## config.mk

```make
export PLATFORM = sky130hd
export DESIGN_NAME = dmarc_ctrl
export DESIGN_NICKNAME = d
export VERILOG_FILES = /design/src/verilog/dmarc_pkg.sv /design/src/verilog/dmarc_chan_if.sv /design/src/verilog/dmarc_channel.sv /design/src/verilog/dmarc_ctrl.sv
export SDC_FILE = /design/constraint.sdc
export NUM_CORES = 1
export LEC_CHECK = 0
export ABC_AREA = 1
export BUFFER_PORTS_ARGS = -buffer_cell sky130_fd_sc_hd__buf_2
export CAP_MARGIN = 20
export CORE_MARGIN = 1
export CORE_UTILIZATION = 47
export CTS_BUF_LIST = sky130_fd_sc_hd__clkbuf_16
export DETAILED_ROUTE_END_ITERATION = 10
export PLACE_DENSITY = 0.79
export RECOVER_POWER = 50
export SETUP_SLACK_MARGIN = 0.1
export SKIP_LAST_GASP = 1
export SYNTH_ARGS = -nofsm -noshare
export SYNTH_HDL_FRONTEND = slang
export SYNTH_SLANG_ARGS = --single-unit
```

## constraint.sdc

```tcl
create_clock -name i_clk -period 1.28 [get_ports i_clk]
set_input_delay 0.128 -clock i_clk [delete_from_list [all_inputs] [get_ports i_clk]]
set_output_delay 0.128 -clock i_clk [all_outputs]
set_load 0.02 [all_outputs]
```

## src/verilog/dmarc_pkg.sv

```systemverilog
// Constants shared by the two-channel DMA request, mask and interrupt control block
package dmarc_pkg;
    // ========================================
    // Sizes
    localparam int NUM_CH = 2;
    localparam int DW = 8;
    localparam int AW = 16;
    // ========================================
    // I/O addresses, expanded space
    localparam logic [AW-1:0] ADDR_SOFT_REQ = 16'hF009;
    localparam logic [AW-1:0] ADDR_CH_MASK = 16'hF00A;
    localparam logic [AW-1:0] ADDR_CLR_BPTR = 16'hF00C;
    localparam logic [AW-1:0] ADDR_MCLR = 16'hF00D;
    localparam logic [AW-1:0] ADDR_CLR_MASKS = 16'hF00E;
    localparam logic [AW-1:0] ADDR_GRP_MASK = 16'hF00F;
    localparam logic [AW-1:0] ADDR_BUS_WIDTH = 16'hF018;
    localparam logic [AW-1:0] ADDR_CHAIN = 16'hF019;
    localparam logic [AW-1:0] ADDR_IRQ_EN = 16'hF01C;
    localparam logic [AW-1:0] ADDR_CLR_DONE = 16'hF01E;
    // ========================================
    // I/O addresses, compatible space aliases
    localparam logic [AW-1:0] ISA_SOFT_REQ = 16'h0009;
    localparam logic [AW-1:0] ISA_CH_MASK = 16'h000A;
    localparam logic [AW-1:0] ISA_CLR_BPTR = 16'h000C;
    localparam logic [AW-1:0] ISA_MCLR = 16'h000D;
    localparam logic [AW-1:0] ISA_CLR_MASKS = 16'h000E;
    localparam logic [AW-1:0] ISA_GRP_MASK = 16'h000F;
    // ========================================
    // Field positions
    localparam int BIT_CH_SEL = 0;
    localparam int BIT_SET = 2;
    localparam int BIT_TGT_W = 4;
    localparam int BIT_REQ_W = 6;
    localparam int IS_CHAIN_LSB = 0;
    localparam int IS_DONE_LSB = 4;
    // ========================================
    // Reset values
    localparam logic [NUM_CH-1:0] RST_PENDING = 2'h0;
    localparam logic [NUM_CH-1:0] RST_MASK = 2'h3;
    localparam logic [NUM_CH-1:0] RST_IRQ_EN = 2'h0;
    localparam logic RST_WIDTH_8 = 1'h1;
    localparam logic RST_CHAIN = 1'h0;
    localparam logic [DW-1:0] RDATA_NONE = 8'h00;
endpackage : dmarc_pkg

```

## src/verilog/dmarc_chan_if.sv

```systemverilog
// Per-channel command and state bundle between the decoder and a channel slice
`timescale 1ns/1ps
interface dmarc_chan_if;
    logic mclr; // Master clear pulse
    logic soft_set; // Software request write with set bit
    logic mask_wr; // Single-channel mask write
    logic grp_wr; // Group mask write
    logic clr_masks; // Clear-all-masks command
    logic width_wr; // Bus size write
    logic chain_wr; // Chaining write
    logic wval; // Mask or chain value written
    logic req8_val; // Requester width value
    logic tgt8_val; // Target width value
    logic done; // Buffer transfer completed
    logic clr_soft; // Clear pending request from auto-init event
    logic auto_init; // Channel in auto-initialize mode
    logic irq_en; // Completion interrupt enable
    logic need; // Channel needs new transfer information
    logic tgt_msb_wr; // Target address top byte written
    logic done_clr; // Clear completion status
    logic pending; // Pending software request
    logic mask; // Hardware request mask
    logic req8; // Requester width is 8 bits
    logic tgt8; // Target width is 8 bits
    logic chain; // Chaining enabled
    logic done_st; // Completion interrupt status
    logic chain_st; // Chaining interrupt status
    modport ctl (output mclr, soft_set, mask_wr, grp_wr, clr_masks, width_wr, chain_wr,
        wval, req8_val, tgt8_val, done, clr_soft, auto_init, irq_en, need, tgt_msb_wr,
        done_clr, input pending, mask, req8, tgt8, chain, done_st, chain_st);
    modport chan (input mclr, soft_set, mask_wr, grp_wr, clr_masks, width_wr, chain_wr,
        wval, req8_val, tgt8_val, done, clr_soft, auto_init, irq_en, need, tgt_msb_wr,
        done_clr, output pending, mask, req8, tgt8, chain, done_st, chain_st);
endinterface : dmarc_chan_if

```

## src/verilog/dmarc_channel.sv

```systemverilog
// State of one DMA channel: pending request, mask, widths, chaining and status flags
`timescale 1ns/1ps
module dmarc_channel
    import dmarc_pkg::*;
(
    input wire logic i_clk,
    input wire logic i_reset_n,
    dmarc_chan_if.chan bus
);
    // ========================================
    // Local state
    logic rst; // Reset or master clear
    assign rst = !i_reset_n || bus.mclr;

    // Pending software request, set wins over completion
    always_ff @(posedge i_clk) begin
        if (rst) begin
            bus.pending <= 1'h0;
        end else if (bus.soft_set) begin
            bus.pending <= 1'h1;
        end else if (bus.done || bus.clr_soft) begin
            bus.pending <= 1'h0;
        end
    end

    // Hardware request mask, shared by every mask path
    always_ff @(posedge i_clk) begin
        if (rst) begin
            bus.mask <= 1'h1;
        end else if (bus.done && !bus.auto_init) begin
            bus.mask <= 1'h1;
        end else if (bus.mask_wr || bus.grp_wr) begin
            bus.mask <= bus.wval;
        end else if (bus.clr_masks) begin
            bus.mask <= 1'h0;
        end
    end

    // Bus widths, 1 selects 8 bits
    always_ff @(posedge i_clk) begin
        if (rst) begin
            bus.req8 <= RST_WIDTH_8;
            bus.tgt8 <= RST_WIDTH_8;
        end else if (bus.width_wr) begin
            bus.req8 <= bus.req8_val;
            bus.tgt8 <= bus.tgt8_val;
        end
    end

    // Chaining enable
    always_ff @(posedge i_clk) begin
        if (rst) begin
            bus.chain <= RST_CHAIN;
        end else if (bus.chain_wr) begin
            bus.chain <= bus.wval;
        end
    end

    // Completion status: only when enabled and not chaining; set wins over clear
    always_ff @(posedge i_clk) begin
        if (rst) begin
            bus.done_st <= 1'h0;
        end else if (bus.done && bus.irq_en && !bus.chain) begin
            bus.done_st <= 1'h1;
        end else if (bus.done_clr) begin
            bus.done_st <= 1'h0;
        end
    end

    // Chaining status: set on need, cleared by top target byte write
    always_ff @(posedge i_clk) begin
        if (rst) begin
            bus.chain_st <= 1'h0;
        end else if (bus.need && bus.chain) begin
            bus.chain_st <= 1'h1;
        end else if (bus.tgt_msb_wr) begin
            bus.chain_st <= 1'h0;
        end
    end
endmodule : dmarc_channel

```

## src/verilog/dmarc_ctrl.sv

```systemverilog
// I/O decode, channel slices, read-back and interrupt output of the DMA request control
`timescale 1ns/1ps
// Notes on behaviour
// - Pending request read: bit1 ch1, bit0 ch0
// - Completion or end-of-process clears channel's pending
// - Auto-init completion clears both pending flags
// - Non-auto-init end-of-process sets channel's mask
// - Single mask write: bit0 channel, bit2 value
// - Group mask read/write, both set at reset
// - Masked channel still services software requests
// - Bus size write: bit6 requester, bit4 target
// - Chaining write: bit2 enables chaining, interrupt too
// - Chaining interrupt whenever a chaining-enabled channel needs new info
// - Interrupt enable gates completion onto output
// - Chaining makes completion enable have no effect
// - Status: completion bits 5,4; chaining 1,0
// - Completion status needs enable; cleared by status read
// - Chaining status set when new info needed
// - Chaining status cleared by top target byte
// - Commands act on any write, data ignored
// - Clear-byte-pointer command resets byte pointer
// - Master clear returns everything to defaults
// - Clear masks both; clear-done drops interrupt
// - Software request held until buffer completes
module dmarc_ctrl
    import dmarc_pkg::*;
(
    input wire logic i_clk,
    input wire logic i_reset_n,
    input wire logic [AW-1:0] i_io_addr,
    input wire logic i_io_wr,
    input wire logic i_io_rd,
    input wire logic [DW-1:0] i_io_wdata,
    output logic [DW-1:0] o_io_rdata,
    input wire logic [NUM_CH-1:0] i_channel_hw_request,
    input wire logic [NUM_CH-1:0] i_term_count,
    input wire logic [NUM_CH-1:0] i_end_of_process_n,
    input wire logic [NUM_CH-1:0] i_auto_init,
    input wire logic [NUM_CH-1:0] i_chain_need,
    input wire logic [NUM_CH-1:0] i_tgt_msb_wr,
    input wire logic i_main_status_rd,
    output logic [NUM_CH-1:0] o_hw_request,
    output logic [NUM_CH-1:0] o_soft_request,
    output logic [NUM_CH-1:0] o_hw_mask,
    output logic [NUM_CH-1:0] o_req_width_8,
    output logic [NUM_CH-1:0] o_tgt_width_8,
    output logic [NUM_CH-1:0] o_chain_en,
    output logic o_clear_byte_ptr,
    output logic o_master_clear,
    output logic o_dma_irq_out
);
    // ========================================
    // Address decode helper
    // True when the address matches either of two aliases
    function automatic logic addr_hit(input logic [AW-1:0] a, input logic [AW-1:0] e,
        input logic [AW-1:0] s);
        addr_hit = (a == e) || (a == s);
    endfunction : addr_hit

    // ========================================
    // Write strobes
    logic wr_soft; // Software request write
    logic wr_mask; // Single-channel mask write
    logic wr_grp; // Group mask write
    logic wr_width; // Bus size write
    logic wr_chain; // Chaining write
    logic wr_ien; // Interrupt enable write
    logic cmd_bptr; // Clear byte pointer command
    logic cmd_mclr; // Master clear command
    logic cmd_masks; // Clear all masks command
    logic cmd_done; // Clear transfer complete command
    logic ch_sel; // Channel chosen by bit 0

    // Decode writes; command strobes ignore the data
    always_comb begin
        wr_soft = i_io_wr && addr_hit(i_io_addr, ADDR_SOFT_REQ, ISA_SOFT_REQ);
        wr_mask = i_io_wr && addr_hit(i_io_addr, ADDR_CH_MASK, ISA_CH_MASK);
        wr_grp = i_io_wr && addr_hit(i_io_addr, ADDR_GRP_MASK, ISA_GRP_MASK);
        wr_width = i_io_wr && addr_hit(i_io_addr, ADDR_BUS_WIDTH, ADDR_BUS_WIDTH);
        wr_chain = i_io_wr && addr_hit(i_io_addr, ADDR_CHAIN, ADDR_CHAIN);
        wr_ien = i_io_wr && addr_hit(i_io_addr, ADDR_IRQ_EN, ADDR_IRQ_EN);
        cmd_bptr = i_io_wr && addr_hit(i_io_addr, ADDR_CLR_BPTR, ISA_CLR_BPTR);
        cmd_mclr = i_io_wr && addr_hit(i_io_addr, ADDR_MCLR, ISA_MCLR);
        cmd_masks = i_io_wr && addr_hit(i_io_addr, ADDR_CLR_MASKS, ISA_CLR_MASKS);
        cmd_done = i_io_wr && addr_hit(i_io_addr, ADDR_CLR_DONE, ADDR_CLR_DONE);
        ch_sel = i_io_wdata[BIT_CH_SEL];
    end

    // Command pulses to the transfer engine
    assign o_clear_byte_ptr = cmd_bptr;
    assign o_master_clear = cmd_mclr;

    // ========================================
    // End-of-process edge detect
    logic [NUM_CH-1:0] eop_n_q; // Last sampled end-of-process level
    logic [NUM_CH-1:0] eop_evt; // Falling edge of end-of-process
    logic [NUM_CH-1:0] done; // Terminal count or end-of-process
    logic clr_all_soft; // Auto-init completion clears both requests

    // Remember the previous end-of-process level
    always_ff @(posedge i_clk) begin
        if (!i_reset_n) begin
            eop_n_q <= '1;
        end else begin
            eop_n_q <= i_end_of_process_n;
        end
    end

    // Completion events per channel
    always_comb begin
        eop_evt = eop_n_q & ~i_end_of_process_n;
        done = i_term_count | eop_evt;
        clr_all_soft = |(done & i_auto_init);
    end

    // ========================================
    // Interrupt enable register
    logic [NUM_CH-1:0] irq_en_q; // Completion interrupt enables

    // Read/write enable bits, cleared by master clear
    always_ff @(posedge i_clk) begin
        if (!i_reset_n || cmd_mclr) begin
            irq_en_q <= RST_IRQ_EN;
        end else if (wr_ien) begin
            irq_en_q <= i_io_wdata[NUM_CH-1:0];
        end
    end

    // ========================================
    // Channel slices
    logic [NUM_CH-1:0] pending; // Pending software requests
    logic [NUM_CH-1:0] mask; // Hardware request masks
    logic [NUM_CH-1:0] done_st; // Completion statuses
    logic [NUM_CH-1:0] chain_st; // Chaining statuses

    genvar c;
    generate
        for (c = 0; c < NUM_CH; c++) begin : g_ch
            dmarc_chan_if u_if();
            // Route strobes for channel c
            assign u_if.mclr = cmd_mclr;
            assign u_if.soft_set = wr_soft && (ch_sel == c[0]) && i_io_wdata[BIT_SET];
            assign u_if.mask_wr = wr_mask && (ch_sel == c[0]);
            assign u_if.grp_wr = wr_grp;
            assign u_if.clr_masks = cmd_masks;
            assign u_if.width_wr = wr_width && (ch_sel == c[0]);
            assign u_if.chain_wr = wr_chain && (ch_sel == c[0]);
            assign u_if.wval = wr_grp ? i_io_wdata[c] : i_io_wdata[BIT_SET];
            assign u_if.req8_val = i_io_wdata[BIT_REQ_W];
            assign u_if.tgt8_val = i_io_wdata[BIT_TGT_W];
            assign u_if.done = done[c];
            assign u_if.clr_soft = clr_all_soft;
            assign u_if.auto_init = i_auto_init[c];
            assign u_if.irq_en = irq_en_q[c];
            assign u_if.need = i_chain_need[c];
            assign u_if.tgt_msb_wr = i_tgt_msb_wr[c];
            assign u_if.done_clr = i_main_status_rd || cmd_done;
            // Collect the state
            assign pending[c] = u_if.pending;
            assign mask[c] = u_if.mask;
            assign o_req_width_8[c] = u_if.req8;
            assign o_tgt_width_8[c] = u_if.tgt8;
            assign o_chain_en[c] = u_if.chain;
            assign done_st[c] = u_if.done_st;
            assign chain_st[c] = u_if.chain_st;
            dmarc_channel u_chan (
                .i_clk(i_clk),
                .i_reset_n(i_reset_n),
                .bus(u_if.chan)
            );
        end
    endgenerate

    // Requests to the arbiter; a mask never blocks the software path
    assign o_hw_request = i_channel_hw_request & ~mask;
    assign o_soft_request = pending;
    assign o_hw_mask = mask;

    // Interrupt output: completion or active chaining status
    assign o_dma_irq_out = (|done_st) || (|(chain_st & o_chain_en));

    // ========================================
    // Read-back
    logic [DW-1:0] rdata_q; // Registered read data

    // Register the selected read value; unmapped reads return zero
    always_ff @(posedge i_clk) begin
        if (!i_reset_n) begin
            rdata_q <= RDATA_NONE;
        end else if (!i_io_rd) begin
            rdata_q <= RDATA_NONE;
        end else if (addr_hit(i_io_addr, ADDR_SOFT_REQ, ISA_SOFT_REQ)) begin
            rdata_q <= {6'h00, pending};
        end else if (addr_hit(i_io_addr, ADDR_GRP_MASK, ISA_GRP_MASK)) begin
            rdata_q <= {6'h00, mask};
        end else if (addr_hit(i_io_addr, ADDR_CHAIN, ADDR_CHAIN)) begin
            rdata_q <= {2'h0, done_st, 2'h0, chain_st};
        end else if (addr_hit(i_io_addr, ADDR_IRQ_EN, ADDR_IRQ_EN)) begin
            rdata_q <= {6'h00, irq_en_q};
        end else begin
            rdata_q <= RDATA_NONE;
        end
    end
    assign o_io_rdata = rdata_q;
endmodule : dmarc_ctrl

```

==> results.json, run 1 <==
{
  "rsz0062_at_grt": "yes",
  "placement_rows": 19,
  "wire_length_of_the_first_global_routing_pass_um": 5485,
  "antenna_found_initial": 0,
  "synth_enable_flop_cells": 0,
  "via_count_of_the_first_global_routing_pass": 1394,
  "die_y_um": 57.88,
  "pin_count_of_the_biggest_net_entering_global_routing": 12,
  "synth.top_cell.area_share_pct": 30.01,
  "avgRoutedWirePerCell_um": 10.51,
  "yosys_register_bits": 22,
  "post-route-period-util_pct": 87.05,
  "sequential_cell_area_fraction_in_the_yosys_report_pct": 30.01,
  "fp.dieW_um": 57.88,
  "cts_inserted_buffers": 3,
  "clock_skew_ns": 0.002533,
  "outcome": "finished with violations",
  "final_hold_viol_count": 0,
  "dpl-instance-area_um2": 1733,
  "drcViolationCount": 6,
  "slew_viol_final": 0,
  "synth.cells.most_frequent": "40 x nand2_1, 29 x inv_1, 24 x nor2_1, 22 x dfxtp_1, 16 x nand3_1",
  "drt_wl_total_um": 3143,
  "ctsRootBufferMaster": "clkbuf_16",
  "seqCellArea_um2": 440.4,
  "antenna_diode_count": 0,
  "netlist_instances": 216,
  "critPathMaxFanout": 6,
  "final_period_minus_worst_setup_slack_ns": 1.114,
  "yosysWarnings": 0,
  "floorplan.die_area_um2": 3350,
  "final_layout_size_suffix_gt1_share_pct": 30.97,
  "drtIter0Drc": 50,
  "finalHoldWorstSlack_ns": 0.06111,
  "final_core_utilization_pct": 63.07,
  "clkLatencyLatePin_ns": 0.25,
  "final-setup-viol-count": 0,
  "design.portCount": 64,
  "netlist_top_cells_area": "dfxtp_1 30%, nand2_1 10%, buf_4 7.7%",
  "vdd_drop_max_v": 0.0006587,
  "commonest_register_cell_after_synthesis": "dfxtp_1",
  "finish.instance_area_um2": 1799,
  "combined_global_route_utilization_of_all_metal_layers_pct": 20.94,
  "failed_checks": "DRC",
  "cellPowerDensity_nw_per_um2": 850.1,
  "multi_input_comb_area_um2": 804.5,
  "numClockSinks": 22,
  "postSynthAreaPerCell_um2": 6.795,
  "floorplan.initialDensity_pct": 51.45,
  "route.detailed.vias_per_inst": 4.930,
  "globalRoute.totalOverflow": 0,
  "max_cap_violations": 0,
  "clock_tree_from_tritoncts": "built",
  "drt_first_pass_iters": 7,
  "port-buffer-count": 56,
  "post_synth_instance_area_um2": 1468,
  "cts.reportedPaths.clkPinSlew_ns": 0.06,
  "fmax_mhz": 897.4,
  "final.fill_count": 286,
  "worst-endpoint-required_ns": 1.15,
  "ys_types": 26,
  "hold_path.class": "input pin to flop",
  "post_synthesis_async_set_or_reset_flop_share_pct": 0,
  "total_leakage_power_nw": 0.9249,
  "fin_tns_setup_ns": 0,
  "yosysMostFrequentCell": "nand2_1",
  "num-nets-final": 311,
  "clockBufferDepth": 2,
  "end_kind": "primary output",
  "syn2layout_area_growth_pct": 22.59,
  "place_hpwl_um": 2554,
  "critPathArrivalTime_ns": 0.99,
  "core_area_um2": 2853,
  "netlist.top_cell.by_area": "dfxtp_1",
  "power.total_mw": 1.530,
  "startpoint_type_of_the_worst_setup_path": "input pin",
  "routabilityCongestion": 0.8797,
  "clock_tree.htree_level_count": 1,
  "dr_total_vias": 1474,
  "ant_nets": 0,
  "ctsHoldBuffers": 0,
  "type_of_the_setup_path_with_the_least_slack": "input pin to primary output"
}
-- registers in the layout, summed over array words and instances (netlist names) --
name,cells
g_ch.u_chan.bus.tgt8,2
eop_n_q,2
irq_en_q,2
g_ch.u_chan.bus.req8,2
o_io_rdata,4
g_ch.u_chan.bus.pending,2
g_ch.u_chan.bus.done_st,2
g_ch.u_chan.bus.mask,2
g_ch.u_chan.bus.chain,2
g_ch.u_chan.bus.chain_st,2
-- per-stage QoR --
stage                     cells  setup WS (ns)
after global routing        299        0.06871
after global placement      295        0.06551
after CTS                   298         0.1059
final                       299         0.1657
after detailed placement    295        0.06313
after floorplan             219         0.2563
-- placed cells by master, fill, tap and decap left out, drive strengths merged, types with 5 or more instances in the layout --
cell type and count:
a21oi 12, nand2 51, nand4 10, o21ai 5, dfxtp 22, nor2 34, nand3 17, inv 35
buf 44, o211ai 5, clkbuf 20
-- area by class of cell --
cell class / instances / area share (%)
Multi-Input combinational cell: 147 / 44.71
Sequential cell: 22 / 24.48
Timing Repair Buffer: 61 / 17.18
Inverter: 35 / 7.302
Clock buffer: 3 / 4.172
Tap cell: 31 / 2.156
-- cell families after synthesis --
kind of cell	after synthesis	share of synthesized area (%)
buffers and inverters	50	16.62
AOI/OAI and AO/OA	24	9.889
and+or+nand+nor	119	43.22
DFF	22	30.01
other	1	0.2555
-- worst max-delay path: stages --
cell and delay [ns]:
buf_2 0.10, nor2_2 0.14, nand2_4 0.12, nor2_8 0.14, nand2_4 0.09, nor3_2 0.11, buf_4 0.16
-- power by group --
part           leakage (nW)  switching, mW  total, mW  internal, mW
clock network        0.0370          0.227      0.639         0.412
logic                 0.710          0.123      0.201        0.0786
registers             0.178       0.000822      0.689         0.688
total                 0.925          0.351       1.53          1.18
-- final timing paths --
path,slack (ns),startpoint,depth (start not counted),endpoint
max reg2reg,0.27,eop_n_q[1]$_SDFF_PN1_,5,g_ch[0].u_chan.bus.pending$_SDFFE_PP0P_
max,0.17,i_io_addr[9],7,o_clear_byte_ptr
min reg2reg,0.45,g_ch[1].u_chan.bus.done_st$_SDFFE_PP0P_,2,o_io_rdata[5]$_SDFF_PP0_
min,0.06,i_end_of_process_n[0],3,eop_n_q[0]$_SDFF_PN1_
-- layer usage --
metal / track usage, % / wire length (µm)
met1: 24.55 / 1431
met2: 37.93 / 1465
met3: 5.357 / 207
met4: 5.102 / 40
met5: 0 / 0
-- what timing repair did --
item	4_1_cts	5_1_grt
resized for setup	0	5
endpoints found under the hold margin	0	0
setup buffers	0	1
setup endpoints to repair	0	2
Power figures use the tool's default switching activity.
==> run 2, diff against run 1 <==
CORE_UTILIZATION = 51   (was 47)
PLACE_DENSITY = 0.85   (was 0.79)
clock period = 1.43 ns   (was 1.28 ns; I/O delays follow)
==> run 2 against run 1 <==
The run now ends clean. Hold slack improved by 0.0072 ns. Clock skew decreased by 0.00080 ns. Via count increased by 2.2%. Final area decreased by 1.8%. Combinational power decreased by 15%. Critical endpoint unchanged. Core utilization increased by 1.6 points. Total power increased by 2.9%. Clock-buffer cell count unchanged. Global-route usage increased by 1.1 points.
==> results.json, run 2 (synthesis results as in run 1) <==
{
  "outcome": "finished, final reports clean",
  "fp.dieW_um": 55.65,
  "critPathArrivalTime_ns": 1.11,
  "final_core_utilization_pct": 64.62,
  "wire_length_of_the_first_global_routing_pass_um": 5464,
  "floorplan.die_area_um2": 3096,
  "core_area_um2": 2734,
  "type_of_the_setup_path_with_the_least_slack": "input pin to primary output",
  "clkLatencyLatePin_ns": 0.26,
  "final_period_minus_worst_setup_slack_ns": 1.252,
  "syn2layout_area_growth_pct": 20.37,
  "die_y_um": 55.65,
  "seq_power_share_pct": 39.1,
  "multi_input_comb_area_um2": 779.5,
  "r2r-start": "eop_n_q[0]$_SDFF_PN1_",
  "power_frac_comb_pct": 10.8,
  "timing.critical_path.from": "i_io_addr[9]",
  "hp-start": "i_end_of_process_n[1]",
  "place_hpwl_um": 2444,
  "final_layout_size_suffix_gt1_share_pct": 29.81,
  "largest_register_ffs": 4,
  "r2r_cells": 4,
  "placedCellCount": 292,
  "post-cts-setup-buffers": 0,
  "drt_wl_total_um": 3337,
  "clock_skew_ns": 0.001733,
  "fin_tns_setup_ns": 0,
  "drcViolationCount": 0,
  "cts.repair.resized": 0,
  "timing.hold.worst_path_depth": 3,
  "cts_inserted_buffers": 3,
  "port-buffer-count": 56,
  "placement_rows": 19,
  "drt_first_pass_iters": 4,
  "routabilityCongestion": 0.8060,
  "clock_tree_from_tritoncts": "built",
  "critical-path-max-stage-delay_ns": 0.19,
  "design.portCount": 64,
  "fmax_mhz": 798.5,
  "globalRoute.totalOverflow": 0,
  "route.detailed.vias_per_inst": 5.088,
  "power.switching_fraction_pct": 21.64,
  "cts.reportedPaths.clkPinSlew_ns": 0.06,
  "dr_total_vias": 1506,
  "crit_path_cell_trace": "buf_2, nor2_2, nand2_4, nor2_8, nand2_4, nor3_1, buf_2",
  "max_cap_violations": 0,
  "slew_viol_final": 0,
  "finalNonFillerCells": 296,
  "avgRoutedWirePerCell_um": 11.27,
  "rsz0062_at_grt": "no",
  "drtIter0Drc": 64,
  "clockBufferDepth": 2,
  "critPathMaxFanout": 6,
  "antenna_found_initial": 0,
  "ctsHoldBuffers": 0,
  "pwr-share-clk_pct": 50.1,
  "combined_global_route_utilization_of_all_metal_layers_pct": 22.06,
  "seqCellArea_um2": 440.4,
  "clock_tree.htree_level_count": 1,
  "end_kind": "primary output",
  "numClockSinks": 22,
  "pin_count_of_the_biggest_net_entering_global_routing": 14,
  "total_leakage_power_nw": 0.9231,
  "power_switching_mw": 0.3408,
  "floorplan.initialDensity_pct": 53.68,
  "num-nets-final": 307,
  "cpMaxStageDelayCell": "buf_2",
  "final_hold_viol_count": 0,
  "final_cell_mix": "43 x buf_2, 41 x nand2_1, 29 x inv_1",
  "hold_path.class": "input pin to flop",
  "final-setup-viol-count": 0,
  "ant_nets": 0,
  "antenna_diode_count": 0,
  "ctsRootBufferMaster": "clkbuf_16",
  "via_count_of_the_first_global_routing_pass": 1310,
  "post-route-period-util_pct": 87.58,
  "worst-endpoint-required_ns": 1.29,
  "layout_commonest_cell": "buf_2",
  "intPower_mw": 1.234,
  "startpoint_type_of_the_worst_setup_path": "input pin",
  "cellPowerDensity_nw_per_um2": 891.3,
  "final.fill_count": 247,
  "vdd_drop_max_v": 0.0006036
}
run 2: cell count changes in the layout (fill, tap and decap cells not counted), sizes merged:
| cell | before | now |
|---|---|---|
| bufinv | 0 | 1 |
| clkbuf | 20 | 16 |
run 2: final timing paths:
kind / end / slack, ns
setup / recovery: o_clear_byte_ptr / 0.18
hold / removal: eop_n_q[1]$_SDFF_PN1_ / 0.07
setup reg to reg: g_ch[0].u_chan.bus.mask$_SDFFE_PP1P_ / 0.43
hold reg to reg: o_io_rdata[4]$_SDFF_PP0_ / 0.47
run 2: power by group through the flow:
stage / Clock (mW) / Combinational, mW / Sequential [mW]
floorplan: 0 / 0.102 / 0.630
global placement: 0 / 0.168 / 0.630
detailed placement: 0 / 0.171 / 0.630
CTS: 0.783 / 0.172 / 0.616
global route: 0.824 / 0.187 / 0.616
finish: 0.789 / 0.170 / 0.616
run 2: worst max-delay path, delay by kind of cell:
family | cells | cell delay [ns]
buffers and inverters | 2 | 0.29
AND/OR/NAND/NOR | 5 | 0.67
run 2: layer usage:
layer / vias up / track usage [%] / part of all wire (%)
met3: 5 / 3.023 / 6.3
met1: 660 / 27.98 / 44
met5: - / 0 / 0
met4: 0 / 5.357 / 0.93
li1: 771 / - / -
met2: 70 / 39.41 / 49
run 2: metrics by stage:
stage	instance area (µm²)	hold slack [ns]	setup WS (ns)	power, mW
floorplan	1479	0.2117	0.2000	0.7318
global placement	1693	0.3296	0.1704	0.7981
detailed placement	1693	0.3327	0.1479	0.8007
CTS	1798	0.07273	0.1843	1.572
global route	1767	0.07553	0.1000	1.627
finish	1767	0.06831	0.1776	1.575
run 2: layout make-up:
class	count	area share [%]
clock inverters	1	1.700
well taps	31	2.195
repair buffers	57	15.37
inverters	35	7.436
multi-input cells	147	44.12
clock buffers	3	4.249
flip-flops and latches	22	24.93
==> run 3, diff against run 2 <==
clock period = 1.6 ns   (was 1.43 ns; I/O delays follow)
==> run 3 against run 2 <==
Core utilization decreased by 0.37 points. Highest routed layer unchanged. Final area decreased by 0.57%. Clock-buffer cell count unchanged. Largest cell class unchanged. Largest power group unchanged. Combinational power decreased by 12%. Wire length increased by 0.15%.
==> results.json, run 3 (synthesis results as in run 1) <==
{
  "cts_inserted_buffers": 3,
  "final-setup-viol-count": 0,
  "fp.dieW_um": 55.65,
  "global_route.usage.met2_pct": 40.45,
  "seq_power_share_pct": 39.3,
  "place_hpwl_um": 2541,
  "timing.critical_path.from": "i_io_wr",
  "combined_global_route_utilization_of_all_metal_layers_pct": 23.76,
  "drtIter0Drc": 65,
  "floorplan.die_area_um2": 3096,
  "final_layout_size_suffix_gt1_share_pct": 28.79,
  "rsz0062_at_grt": "no",
  "pin_count_of_the_biggest_net_entering_global_routing": 14,
  "drcViolationCount": 0,
  "routabilityCongestion": 0.8092,
  "power_switching_mw": 0.3017,
  "critPathArrivalTime_ns": 1.53,
  "placement_rows": 19,
  "die_y_um": 55.65,
  "vdd_drop_max_v": 0.0006072,
  "floorplan.initialDensity_pct": 53.68,
  "port-buffer-count": 56,
  "antenna_diode_count": 0,
  "clock_tree.htree_level_count": 1,
  "type_of_the_setup_path_with_the_least_slack": "input pin to flop",
  "design.portCount": 64,
  "power.total_mw": 1.402,
  "post-route-worst-setup-slack_ns": 0.2211,
  "finish.instance_area_um2": 1757,
  "drt_first_pass_iters": 4,
  "busiest_layer": "met2",
  "syn2layout_area_growth_pct": 19.69,
  "final.fill_count": 258,
  "multi_input_comb_area_um2": 779.5,
  "clock_tree_from_tritoncts": "built",
  "r2r_cells": 4,
  "clockBufferDepth": 2,
  "core_area_um2": 2734,
  "final_core_utilization_pct": 64.26,
  "ant_nets": 0,
  "r2r_slack_ns": 0.61,
  "final_period_minus_worst_setup_slack_ns": 1.379,
  "clkLatencyLatePin_ns": 0.26,
  "ctsRootBufferMaster": "clkbuf_16",
  "fmax_mhz": 725.2,
  "pwr-share-clk_pct": 50.0,
  "finalNonFillerCells": 295,
  "slew_viol_final": 0,
  "power_frac_comb_pct": 10.7,
  "cts.reportedPaths.clkPinSlew_ns": 0.06,
  "cellPowerDensity_nw_per_um2": 798.3,
  "route.detailed.vias_per_inst": 5.132,
  "critPathMaxFanout": 10,
  "end_kind": "flop",
  "numClockSinks": 22,
  "hold_path.class": "input pin to flop",
  "globalRouteMet3Util_pct": 4.884,
  "dr_total_vias": 1514,
  "final_cell_mix": "41 x nand2_1, 41 x buf_2, 29 x inv_1",
  "via_count_of_the_first_global_routing_pass": 1426,
  "finalHoldWorstSlack_ns": 0.08265,
  "largest_register_ffs": 4,
  "dpl-instance-area_um2": 1685,
  "placedCellCount": 291,
  "power.switching_fraction_pct": 21.51,
  "r2r-start": "eop_n_q[0]$_SDFF_PN1_",
  "crit-reg2reg-capture": "g_ch[0].u_chan.bus.mask$_SDFFE_PP1P_",
  "wire_length_of_the_first_global_routing_pass_um": 5844,
  "post-route-period-util_pct": 86.18,
  "ctsHoldBuffers": 0,
  "globalRoute.totalOverflow": 0,
  "outcome": "finished, final reports clean",
  "total_leakage_power_nw": 0.9177,
  "post-cts-setup-buffers": 0,
  "final_hold_viol_count": 0,
  "max_cap_violations": 0,
  "seqCellArea_um2": 440.4,
  "drt_wl_total_um": 3342,
  "startpoint_type_of_the_worst_setup_path": "input pin",
  "clock_skew_ns": 0.005384,
  "fin_tns_setup_ns": 0,
  "worst_setup_path_endpoint": "g_ch[1].u_chan.bus.chain$_SDFFE_PP0P_",
  "antenna_found_initial": 0,
  "dpl_worst_slack_ns": 0.2888,
  "worst-endpoint-required_ns": 1.75,
  "cts.repair.resized": 0,
  "intPower_mw": 1.101,
  "num-nets-final": 306,
  "avgRoutedWirePerCell_um": 11.33,
  "met1_capacity_usage_during_global_routing_pct": 28.36
}
run 3: per-layer routing:
metal	routed length, µm	up-vias
met5	0	-
met4	116	0
met3	266	14
met2	1561	65
met1	1398	668
li1	-	767
run 3: cell type report:
| class | count | share of cell area, % |
|---|---|---|
| Multi-Input combinational cell | 147 | 44.37 |
| Tap cell | 31 | 2.208 |
| Timing Repair Buffer | 56 | 14.89 |
| Clock inverter | 1 | 1.709 |
| Clock buffer | 3 | 4.274 |
| Inverter | 35 | 7.479 |
| Sequential cell | 22 | 25.07 |
run 3: how the worst min path moves through the flow:
stage / startpoint / to / slack (ns) / depth (start not counted)
after global routing: i_end_of_process_n[1] / eop_n_q[1]$_SDFF_PN1_ / 0.09 / 3
after global placement: i_end_of_process_n[1] / eop_n_q[1]$_SDFF_PN1_ / 0.35 / 3
after floorplan: i_reset_n / eop_n_q[0]$_SDFF_PN1_ / 0.23 / 1
after detailed placement: i_end_of_process_n[1] / eop_n_q[1]$_SDFF_PN1_ / 0.35 / 3
after CTS: i_end_of_process_n[1] / eop_n_q[1]$_SDFF_PN1_ / 0.08 / 3
final: i_end_of_process_n[1] / eop_n_q[1]$_SDFF_PN1_ / 0.08 / 3
run 3: power groups by stage:
stage / Clock, mW / Combinational [mW] / Sequential (mW)
2_1_floorplan: 0 / 0.0910 / 0.563
3_3_place_gp: 0 / 0.148 / 0.563
3_5_place_dp: 0 / 0.151 / 0.563
4_1_cts: 0.706 / 0.153 / 0.551
5_1_grt: 0.726 / 0.167 / 0.551
6_report: 0.702 / 0.150 / 0.551
run 3: worst max-delay path, stage by stage:
cell	delay, ns
clkbuf_1	0.34
inv_2	0.12
nor2_2	0.17
nand3_2	0.12
nand2_1	0.35
inv_2	0.13
nand2_1	0.09
nor2_1	0.05
